--- src/rofw_cfg.svh ---
/*
 Timing counts, baud constants and reset values for the output fault
 watchdog. Assumes a 50 MHz system clock.
*/
`ifndef ROFW_CFG_SVH
`define ROFW_CFG_SVH
`define ROFW_CLK_HZ          50000000
`define ROFW_MS_NS           1000000
`define ROFW_CLK_NS          20
`define ROFW_MS_CYCLES       (`ROFW_MS_NS / `ROFW_CLK_NS)
`define ROFW_WD_MS_RST       16'h0032
`define ROFW_SETUP_BAUD      115200
`define ROFW_OPER_BAUD       2500000
`define ROFW_SETUP_DIV       ((`ROFW_CLK_HZ + `ROFW_SETUP_BAUD - 1) / `ROFW_SETUP_BAUD)
`define ROFW_OPER_DIV        (`ROFW_CLK_HZ / `ROFW_OPER_BAUD)
`define ROFW_FLT_SHORT_BIT   0
`define ROFW_FLT_OTEMP_BIT   1
`define ROFW_FLT_WDOG_BIT    2
`define ROFW_FLT_FIELD_BIT   3
`endif

--- src/rofw_pkg.sv ---
/*
 Types for the output fault watchdog: process data modes and the
 packed answer returned on each host transfer.
*/
package rofw_pkg;
   typedef enum logic [0:0] {
      ROFW_PD_OUT_ONLY,
      ROFW_PD_OUT_FIELD
   } rofw_pd_mode_t;

   typedef struct packed {
      logic [47:0] in_data;
      logic [7:0]  fault;
      logic [15:0] field_mv;
      logic        field_valid;
   } rofw_answer_t;
endpackage

--- src/rofw_watchdog.sv ---
/*
 Output gating, fault latching, communication watchdog and baud
 selection for a remote 48-output card.
 Assumes a decoded host access stream in the clk_sys_i domain, driver
 chip status pins synchronous to clk_sys_i, and a field ADC word.
*/
// How it works
// - Setup mode uses a fixed 115.2 kbaud divisor, not changeable.
// - Jumper up gives operate mode, 2.5 Mbps default, reconfigurable.
// - Short-circuit report disables that one output, raises a fault.
// - Chip overtemperature flag disables all that chip's outputs.
// - Each driver chip owns eight consecutive output bits.
// - No host access within watchdog period sets fault; 50 ms default.
// - Host must access faster than period; expiry turns outputs off.
// - While faulted, output writes are ignored until host clears.
// - Fault flag is set out of reset; host clears before use.
// - Field voltage reported in modes with it; loss flagged only with separate logic supply.
// - Each transfer returns 48 input bits and 8 fault bits.
// - Link supports 10 kHz updates at 2.5 Mbaud.
// - Period counted in ms; zero disables the watchdog.
// - Mode 0 carries outputs only; mode 1 adds field voltage.
`timescale 1ns/1ps
`include "rofw_cfg.svh"

module rofw_watchdog #(
   parameter int NUM_OUT  = 48,
   parameter int CHIP_W   = 8,
   parameter int MS_CYC   = `ROFW_MS_CYCLES,
   parameter int DIV_W    = 16
) (
   input  wire logic                  clk_sys_i,
   input  wire logic                  rst_i,
   input  wire logic                  mode_select_jumper_i,
   input  wire logic                  logic_supply_separate_i,
   input  wire logic                  host_access_i,
   input  wire logic                  host_write_out_i,
   input  wire logic [NUM_OUT-1:0]    host_out_data_i,
   input  wire logic                  host_clear_fault_i,
   input  wire logic                  host_set_wd_i,
   input  wire logic [15:0]           host_wd_ms_i,
   input  wire logic                  host_set_baud_i,
   input  wire logic [DIV_W-1:0]      host_baud_div_i,
   input  wire logic                  host_set_mode_i,
   input  wire logic                  host_pd_mode_i,
   input  wire logic [NUM_OUT-1:0]    in_data_i,
   input  wire logic [NUM_OUT-1:0]    short_i,
   input  wire logic [NUM_OUT/8-1:0]  otemp_i,
   input  wire logic [15:0]           field_supply_mv_i,
   input  wire logic                  field_supply_ok_i,
   output logic [NUM_OUT-1:0]         out_drive_o,
   output logic                       fault_o,
   output logic                       setup_mode_o,
   output logic [DIV_W-1:0]           baud_div_o,
   output rofw_pkg::rofw_answer_t     answer_o
);
   localparam int NCHIP = NUM_OUT / CHIP_W;

   initial begin
      if (CHIP_W != 8 || NUM_OUT % CHIP_W != 0 || NUM_OUT > 48 ||
          MS_CYC < 1)
         $error("rofw_watchdog: unsupported parameters");
   end

   ////////////////////////////////////////////////////////////////////
   // State
   logic [NUM_OUT-1:0]      out_req_q, out_req_d;
   logic [NUM_OUT-1:0]      short_lat_q, short_lat_d;
   logic [NCHIP-1:0]        otemp_lat_q, otemp_lat_d;
   logic                    wd_flt_q, wd_flt_d;
   logic [15:0]             wd_ms_q, wd_ms_d;
   logic [15:0]             ms_left_q, ms_left_d;
   logic [31:0]             tick_q, tick_d;
   logic [DIV_W-1:0]        oper_div_q, oper_div_d;
   rofw_pkg::rofw_pd_mode_t pd_mode_q, pd_mode_d;
   logic [NUM_OUT-1:0]      drive_d;
   logic [NUM_OUT-1:0]      chip_block;
   logic                    fault_any;
   rofw_pkg::rofw_answer_t  ans_d;

   always_comb begin
      for (int i = 0; i < NUM_OUT; i++)
         chip_block[i] = otemp_lat_q[i / CHIP_W];
   end

   ////////////////////////////////////////////////////////////////////
   // Next state
   always_comb begin
      out_req_d   = out_req_q;
      short_lat_d = short_lat_q;
      otemp_lat_d = otemp_lat_q;
      wd_flt_d    = wd_flt_q;
      wd_ms_d     = wd_ms_q;
      ms_left_d   = ms_left_q;
      tick_d      = tick_q;
      oper_div_d  = oper_div_q;
      pd_mode_d   = pd_mode_q;

      if (host_set_wd_i)
         wd_ms_d = host_wd_ms_i;
      if (host_set_baud_i && host_baud_div_i != '0)
         oper_div_d = host_baud_div_i;
      if (host_set_mode_i)
         pd_mode_d = rofw_pkg::rofw_pd_mode_t'(host_pd_mode_i);

      if (host_clear_fault_i) begin
         short_lat_d = '0;
         otemp_lat_d = '0;
         wd_flt_d    = 1'b0;
      end
      short_lat_d = short_lat_d | short_i;
      otemp_lat_d = otemp_lat_d | otemp_i;

      if (host_write_out_i && !fault_any)
         out_req_d = host_out_data_i;

      if (host_access_i || host_clear_fault_i) begin
         ms_left_d = wd_ms_d;
         tick_d    = 32'(MS_CYC - 1);
      end else if (wd_ms_q != '0 && !wd_flt_q) begin
         if (tick_q == '0) begin
            tick_d = 32'(MS_CYC - 1);
            if (ms_left_q <= 16'h0001) begin
               wd_flt_d  = 1'b1;
               ms_left_d = wd_ms_q;
            end else begin
               ms_left_d = ms_left_q - 16'h0001;
            end
         end else begin
            tick_d = tick_q - 32'h1;
         end
      end
   end

   assign fault_any = wd_flt_q | (|short_lat_q) | (|otemp_lat_q);

   always_comb begin
      drive_d = wd_flt_q ? '0 : (out_req_q & ~short_lat_q & ~chip_block);
      ans_d = '0;
      // 48 inputs and 8 fault bits
      ans_d.in_data[NUM_OUT-1:0] = in_data_i;
      ans_d.fault[`ROFW_FLT_SHORT_BIT] = |short_lat_q;
      ans_d.fault[`ROFW_FLT_OTEMP_BIT] = |otemp_lat_q;
      ans_d.fault[`ROFW_FLT_WDOG_BIT]  = wd_flt_q;
      // field loss with separate logic supply
      ans_d.fault[`ROFW_FLT_FIELD_BIT] =
         logic_supply_separate_i & ~field_supply_ok_i;
      if (pd_mode_q == rofw_pkg::ROFW_PD_OUT_FIELD) begin
         ans_d.field_mv    = field_supply_mv_i;
         ans_d.field_valid = 1'b1;
      end
   end

   ////////////////////////////////////////////////////////////////////
   // Registers
   always_ff @(posedge clk_sys_i) begin
      if (rst_i) begin
         out_req_q    <= '0;
         short_lat_q  <= '0;
         otemp_lat_q  <= '0;
         wd_flt_q     <= 1'b1;
         wd_ms_q      <= `ROFW_WD_MS_RST;
         ms_left_q    <= `ROFW_WD_MS_RST;
         tick_q       <= '0;
         oper_div_q   <= DIV_W'(`ROFW_OPER_DIV);
         pd_mode_q    <= rofw_pkg::ROFW_PD_OUT_ONLY;
         out_drive_o  <= '0;
         fault_o      <= 1'b1;
         setup_mode_o <= 1'b0;
         baud_div_o   <= DIV_W'(`ROFW_OPER_DIV);
         answer_o     <= '0;
      end else begin
         out_req_q    <= out_req_d;
         short_lat_q  <= short_lat_d;
         otemp_lat_q  <= otemp_lat_d;
         wd_flt_q     <= wd_flt_d;
         wd_ms_q      <= wd_ms_d;
         ms_left_q    <= ms_left_d;
         tick_q       <= tick_d;
         oper_div_q   <= oper_div_d;
         pd_mode_q    <= pd_mode_d;
         out_drive_o  <= drive_d;
         fault_o      <= fault_any;
         setup_mode_o <= ~mode_select_jumper_i;
         baud_div_o   <= mode_select_jumper_i ? oper_div_q :
                         DIV_W'(`ROFW_SETUP_DIV);
         answer_o     <= ans_d;
      end
   end
endmodule

--- config.mk ---
export PLATFORM = sky130hd
export DESIGN_NAME = rofw_watchdog
export DESIGN_NICKNAME = d
export VERILOG_FILES = /design/src/rofw_pkg.sv /design/src/rofw_watchdog.sv
export VERILOG_INCLUDE_DIRS = /design/src
export SDC_FILE = /design/constraint.sdc
export NUM_CORES = 1
export LEC_CHECK = 0
export BUFFER_PORTS_ARGS = -buffer_cell sky130_fd_sc_hd__buf_2
export CAP_MARGIN = 10
export CORE_MARGIN = 2
export CORE_UTILIZATION = 46
export DETAILED_ROUTE_END_ITERATION = 10
export GPL_ROUTABILITY_DRIVEN = 0
export HOLD_SLACK_MARGIN = 0.03
export PLACE_DENSITY = 0.88
export SYNTH_ARGS = -nofsm -noshare
export SYNTH_HDL_FRONTEND = slang
export SYNTH_SLANG_ARGS = --single-unit
--- constraint.sdc ---
create_clock -name clk_sys_i -period 2.2 [get_ports clk_sys_i]
set_clock_uncertainty 0.05 [all_clocks]
set_input_delay 0.33 -clock clk_sys_i [delete_from_list [all_inputs] [get_ports clk_sys_i]]
set_output_delay 0.33 -clock clk_sys_i [all_outputs]
set_load 0.05 [all_outputs]
==> impl_metrics.toml, run 1 <==
[detailed_routing]
num_vias = 11300
wl_met3_um = 3980
routed_wl_um = 42100
via_per_inst = 5.52
wl_per_cell_um = 20.5
wl_met2_um = 20700
top_layer = "met5"
dr.pass1.iters = 8
post-route-drc-count = 0
drt_iter0_markers = 1197
drt.antenna.violating_nets = 0
wirelength_met1_um = 14500

[cts]
cts.sinks = 319
root_buffer = "clkbuf_16"
cts_tree = "done"
cts-htree-levels = 2
clk_pin_slew_ps = 70
cts_inserted_buffers = 34
insertion_delay_ps = 500
clockBufferDepth = 3

[floorplan]
std_cell_rows = 56
fp.dieH_um = 159
coreArea_um2 = 23500
ios = 349
dieArea_um2 = 25100
die-width_um = 159
initial_core_util_pct = 46.8

[grt]
grt-ovfl-total = 0
grt_pass1_wl_um = 59200
grt_max_degree = 65
first_global_vias = 11300
track_usage_pct = 30.4
grt_antenna_before_repair = 3

[worst_setup_path]
start_kind = "register"
crit_start = "short_lat_q[46]"
crit_arrival_ps = 3140
end_kind = "register"
timing.rr.start = "short_lat_q[46]"
crit_type = "reg2reg"
required_ps = 2570
crit_path_max_fanout = 8
worst-r2r-setup-slack_ps = -570

[synthesis]
synth_edf_count = 0
netlist_instances = 1170
synth_area_per_cell_um2 = 9.39
synth_area_um2 = 11000
yosysSeqAreaShare_pct = 58.2
synth_cell_types = 53
synth_seq_cells = 319
ys_warn_count = 0
async_flop_share_pct = 0
synth_ff_type = "dfxtp_1"

[run_status]
status = "complete, but fails checks"
violations = "negative setup slack"

[timing]
setup_viol = 54
rsz0062_at_grt = "true"
maxSlewViolCount = 0
fin_ws_ps = -574
fin_crit_ps = 2770
relSlewSlack_pct = 24.6
min_period_over_period_pct = 126
hold_violations = 0
fmaxAchievable_mhz = 360
worst_pin_slew_ps = 1130

[min_path]
min_from = "host_wd_ms_i[15]"
hp-class = "in2reg"

[pwr]
comb_power_share_pct = 10.7
sequentialPowerShare_pct = 45.3
clkPwrFrac_pct = 44.0
p_sw_share_pct = 24.2
ir_worst_vdd_mv = 0.558
p_int_uw = 10300
total_power_uw = 13600
switching_power_uw = 3290
leakage_uw = 0.00722
powerDensity_nw_per_um2 = 813

[layout]
final_area_um2 = 16700
drive_above_1_share_pct = 31.8
final_cell_mix = "343 x buf_2, 313 x dfxtp_1, 154 x dlygate4sd3_1"
area_growth_pct = 52.2
final_common_cell = "buf_2"
fin_nets = 1926

[place]
hpwl_um = 21700
portBuffers = 344
placedInstanceArea_um2 = 13300

[flow_run]
maxCapViolCount = 0
stage by stage:
step	hold WS, ps	instances	setup WS, ps	utilization, %	setup TNS, ps
3_3_place_gp	366	1824	-102	56.8	-2950
4_1_cts	30.9	2041	-5.59	68.8	-5.59
6_report	47.3	2055	-574	71.2	-21180
5_1_grt	30.1	2055	-647	71.2	-22920
3_5_place_dp	385	1824	-122	56.8	-3470
2_1_floorplan	356	1173	14.7	-	0
what timing repair did:
item,in CTS,in global routing
hold buffers,154,0
endpoints found under the hold margin,154,0
resized for setup,17,87
setup buffers,4,7
endpoints found under the setup margin,57,78
gates cloned,1,7
pin swaps,7,24
area by class of cell:
cell class	count	area, µm²
tap	319	399
timing repair buffer	578	4070
sequential	319	6400
clock buffer	46	937
antenna	1	2.50
multi-input combinational	769	4650
inverter	11	41.3
clock inverter	12	214
fill	1522	6750
cell usage after synthesis (6+ instances only):
cell type | n | area share, %
dfxtp_1 | 319 | 58
nand4_1 | 6 | 0.34
nand2b_1 | 6 | 0.34
nand3_1 | 6 | 0.27
xnor2_1 | 24 | 1.9
or3_1 | 17 | 0.97
a21oi_1 | 144 | 6.6
a211o_1 | 8 | 0.64
mux2i_1 | 18 | 1.6
inv_1 | 10 | 0.34
nor2b_1 | 51 | 2.9
or4_1 | 7 | 0.48
nand2_1 | 150 | 5.1
nor4_1 | 33 | 1.9
o21ai_0 | 12 | 0.55
clkbuf_1 | 59 | 2.0
nor3_1 | 20 | 0.91
xor2_1 | 11 | 0.88
nor2_1 | 124 | 4.2
nor3b_1 | 51 | 3.5
and2_1 | 27 | 1.5
worst paths after layout:
path | to | depth (start not counted)
max | out_req_q[11] | 9
min | wd_ms_q[15] | 3
max reg2reg | out_req_q[11] | 9
min reg2reg | baud_div_o[7] | 2
power groups by stage:
stage	Clock, µW	Combinational, µW	Sequential [µW]
after floorplan	0	440	6470
after global placement	0	1110	6240
after detailed placement	0	1130	6250
after CTS	5980	1360	6130
after global routing	6290	1550	6170
final	5970	1460	6160
layer usage:
metal,vias up,track usage (%)
li1,5046,-
met1,5283,32.6
met2,760,51.7
met3,243,10.7
met4,6,18.2
met5,-,0
registers in the layout, summed over array words and instances (netlist names), 6 cells and up:
signal       cells
answer_o        69
baud_div_o      16
ms_left_q       16
oper_div_q      16
otemp_lat_q      6
out_drive_o     48
out_req_q       48
short_lat_q     48
tick_q          32
wd_ms_q         16
logic make-up after synthesis:
group / after synthesis / synth area share, %
buf+inv: 85 / 3.17
mux: 18 / 1.64
xor+xnor: 35 / 2.79
other cells: 1 / 0.0341
flops: 319 / 58.2
simple gates: 511 / 23.6
compound gates: 198 / 10.3
fa+ha+maj: 3 / 0.342
worst max-delay path, stage by stage, from the launching register on:
cell and delay [ps]:
dfxtp_1 390, nor4_2 650, nand4_1 290, nor4_2 280
buf_4 160, and3b_2 270, buf_12 160, buf_12 130
nand2_2 90, a21oi_2 190
Power figures use the tool's default switching activity.
==> inputs of run 2 (changes only) <==
--- a/config.mk
+++ b/config.mk
@@ -6,7 +6,7 @@
 export SDC_FILE = /design/constraint.sdc
 export NUM_CORES = 1
 export LEC_CHECK = 0
-export BUFFER_PORTS_ARGS = -buffer_cell sky130_fd_sc_hd__buf_2
+export BUFFER_PORTS_ARGS = -buffer_cell sky130_fd_sc_hd__buf_4
 export CAP_MARGIN = 10
 export CORE_MARGIN = 2
 export CORE_UTILIZATION = 46
==> impl_metrics.toml, run 2 (synthesis gave the netlist of run 1 again) <==
[run_status]
status = "complete, but fails checks"
violations = "negative setup slack"

[timing]
rsz0062_at_grt = "true"
finalSetupTns_ps = -17210
fmaxAchievable_mhz = 335
maxSlewViolCount = 0
worst_pin_slew_ps = 1100
fin_crit_ps = 2990
hold_violations = 0
relSlewSlack_pct = 26.8
min_period_over_period_pct = 136
fin_ws_ps = -788
setup_viol = 57

[pwr]
ir_worst_vdd_mv = 0.600
leakage_uw = 0.00740
powerDensity_nw_per_um2 = 759

[cts]
insertion_delay_ps = 530
cts.sinks = 319
clk_pin_slew_ps = 70
clockBufferDepth = 3
root_buffer = "clkbuf_16"
cts-htree-levels = 2
cts_inserted_buffers = 34
cts_tree = "done"

[floorplan]
dieArea_um2 = 25100
coreArea_um2 = 23500
fp.dieH_um = 159
initial_core_util_pct = 46.8
ios = 349
die-width_um = 159
std_cell_rows = 56

[flow_run]
maxCapViolCount = 0

[worst_setup_path]
crit_arrival_ps = 3300
crit_chain = "nor4_2 > nand4_1 > nor4_1 > buf_4 > and3b_4 > buf_6 > clkbuf_16 > nand2_1 > a21oi_1"
max_stage_delay_ps = 650
start_kind = "register"
crit_path_max_fanout = 9
crit_type = "reg2reg"
required_ps = 2510
end_kind = "register"
crit_slowest_cell = "nor4_2"

[layout]
fin_cells = 2068
drive_above_1_share_pct = 32.5
final_cell_mix = "401 x buf_4, 315 x dfxtp_1, 160 x dlygate4sd3_1"
regMostFlops = "answer_o"
area_growth_pct = 60.5
final_common_cell = "buf_4"
fin_nets = 1933
largest_reg_flops = 69

[detailed_routing]
wl_per_cell_um = 21.4
via_per_inst = 5.61
drt_iter0_markers = 1119
routed_wl_um = 44200
dr.pass1.iters = 6
drt.antenna.violating_nets = 0
num_vias = 11600
post-route-drc-count = 0

[place]
portBuffers = 344
pre_cts_slack_ps = -110
dp_cells = 1823
hpwl_um = 22700

[grt]
first_global_vias = 11300
grt_antenna_before_repair = 4
grt_pass1_wl_um = 58500
grt-ovfl-total = 0
grt_max_degree = 50
track_usage_pct = 29.8

[min_path]
hp-class = "in2reg"
## run 2: metal layers
| metal | GRT usage [%] | wire length (µm) | share of wire [%] |
|---|---|---|---|
| met1 | 31.5 | 15100 | 34 |
| met2 | 53.4 | 21500 | 49 |
| met3 | 7.92 | 4490 | 10 |
| met4 | 17.0 | 3080 | 7.0 |
| met5 | 0 | 69 | 0.16 |
## run 2: repair_timing
| item | in CTS | in global routing |
|---|---|---|
| hold buffers | 160 | 0 |
| endpoints found under the setup margin | 58 | 72 |
| gates cloned | 0 | 11 |
| resized for setup | 14 | 88 |
| pin swaps | 2 | 22 |
| hold endpoints to repair | 163 | 0 |
| buffers inserted | 0 | 10 |
## run 2: where the power goes
part / internal [µW] / leakage (µW) / total [µW] / switching, µW
clock network: 3270 / 0.000538 / 5580 / 2320
logic: 773 / 0.00425 / 1630 / 858
registers: 5990 / 0.00262 / 6170 / 182
total: 10000 / 0.00740 / 13400 / 3360
## run 2: through the flow
step | area [µm²] | hold WS [ps] | util (%) | power (µW)
after floorplan | 11000 | 356 | - | 6910
after global placement | 14200 | 373 | 60.5 | 7480
after detailed placement | 14200 | 373 | 60.5 | 7520
after CTS | 17000 | 30.4 | 72.3 | 13200
after global routing | 17600 | 20.8 | 75.1 | 13800
final | 17600 | 33.7 | 75.1 | 13400
## run 2: path summary, 6_finish.rpt
path | start | slack (ps) | to | cells past startpoint
max | short_lat_q[27] | -790 | out_req_q[33] | 9
min | host_out_data_i[28] | 30 | out_req_q[28] | 3
min reg2reg | oper_div_q[4] | 380 | baud_div_o[4] | 1
max reg2reg | short_lat_q[27] | -790 | out_req_q[33] | 9
## run 2: cell type report
type | count | area, µm²
Sequential cell | 319 | 6390
Timing Repair Buffer | 585 | 5060
Clock buffer | 52 | 998
Antenna cell | 4 | 10.0
Fill cell | 1368 | 5840
Inverter | 11 | 41.3
Multi-Input combinational cell | 769 | 4640
Tap cell | 319 | 399
Clock inverter | 9 | 88.8
## run 2: worst max-delay path, delay by kind of cell (launching register included)
| family | cells | cell delay, ps |
|---|---|---|
| flip-flops | 1 | 340 |
| AND/OR/NAND/NOR | 5 | 1490 |
| buffers and inverters | 3 | 470 |
| AO/OA/AOI/OAI | 1 | 460 |
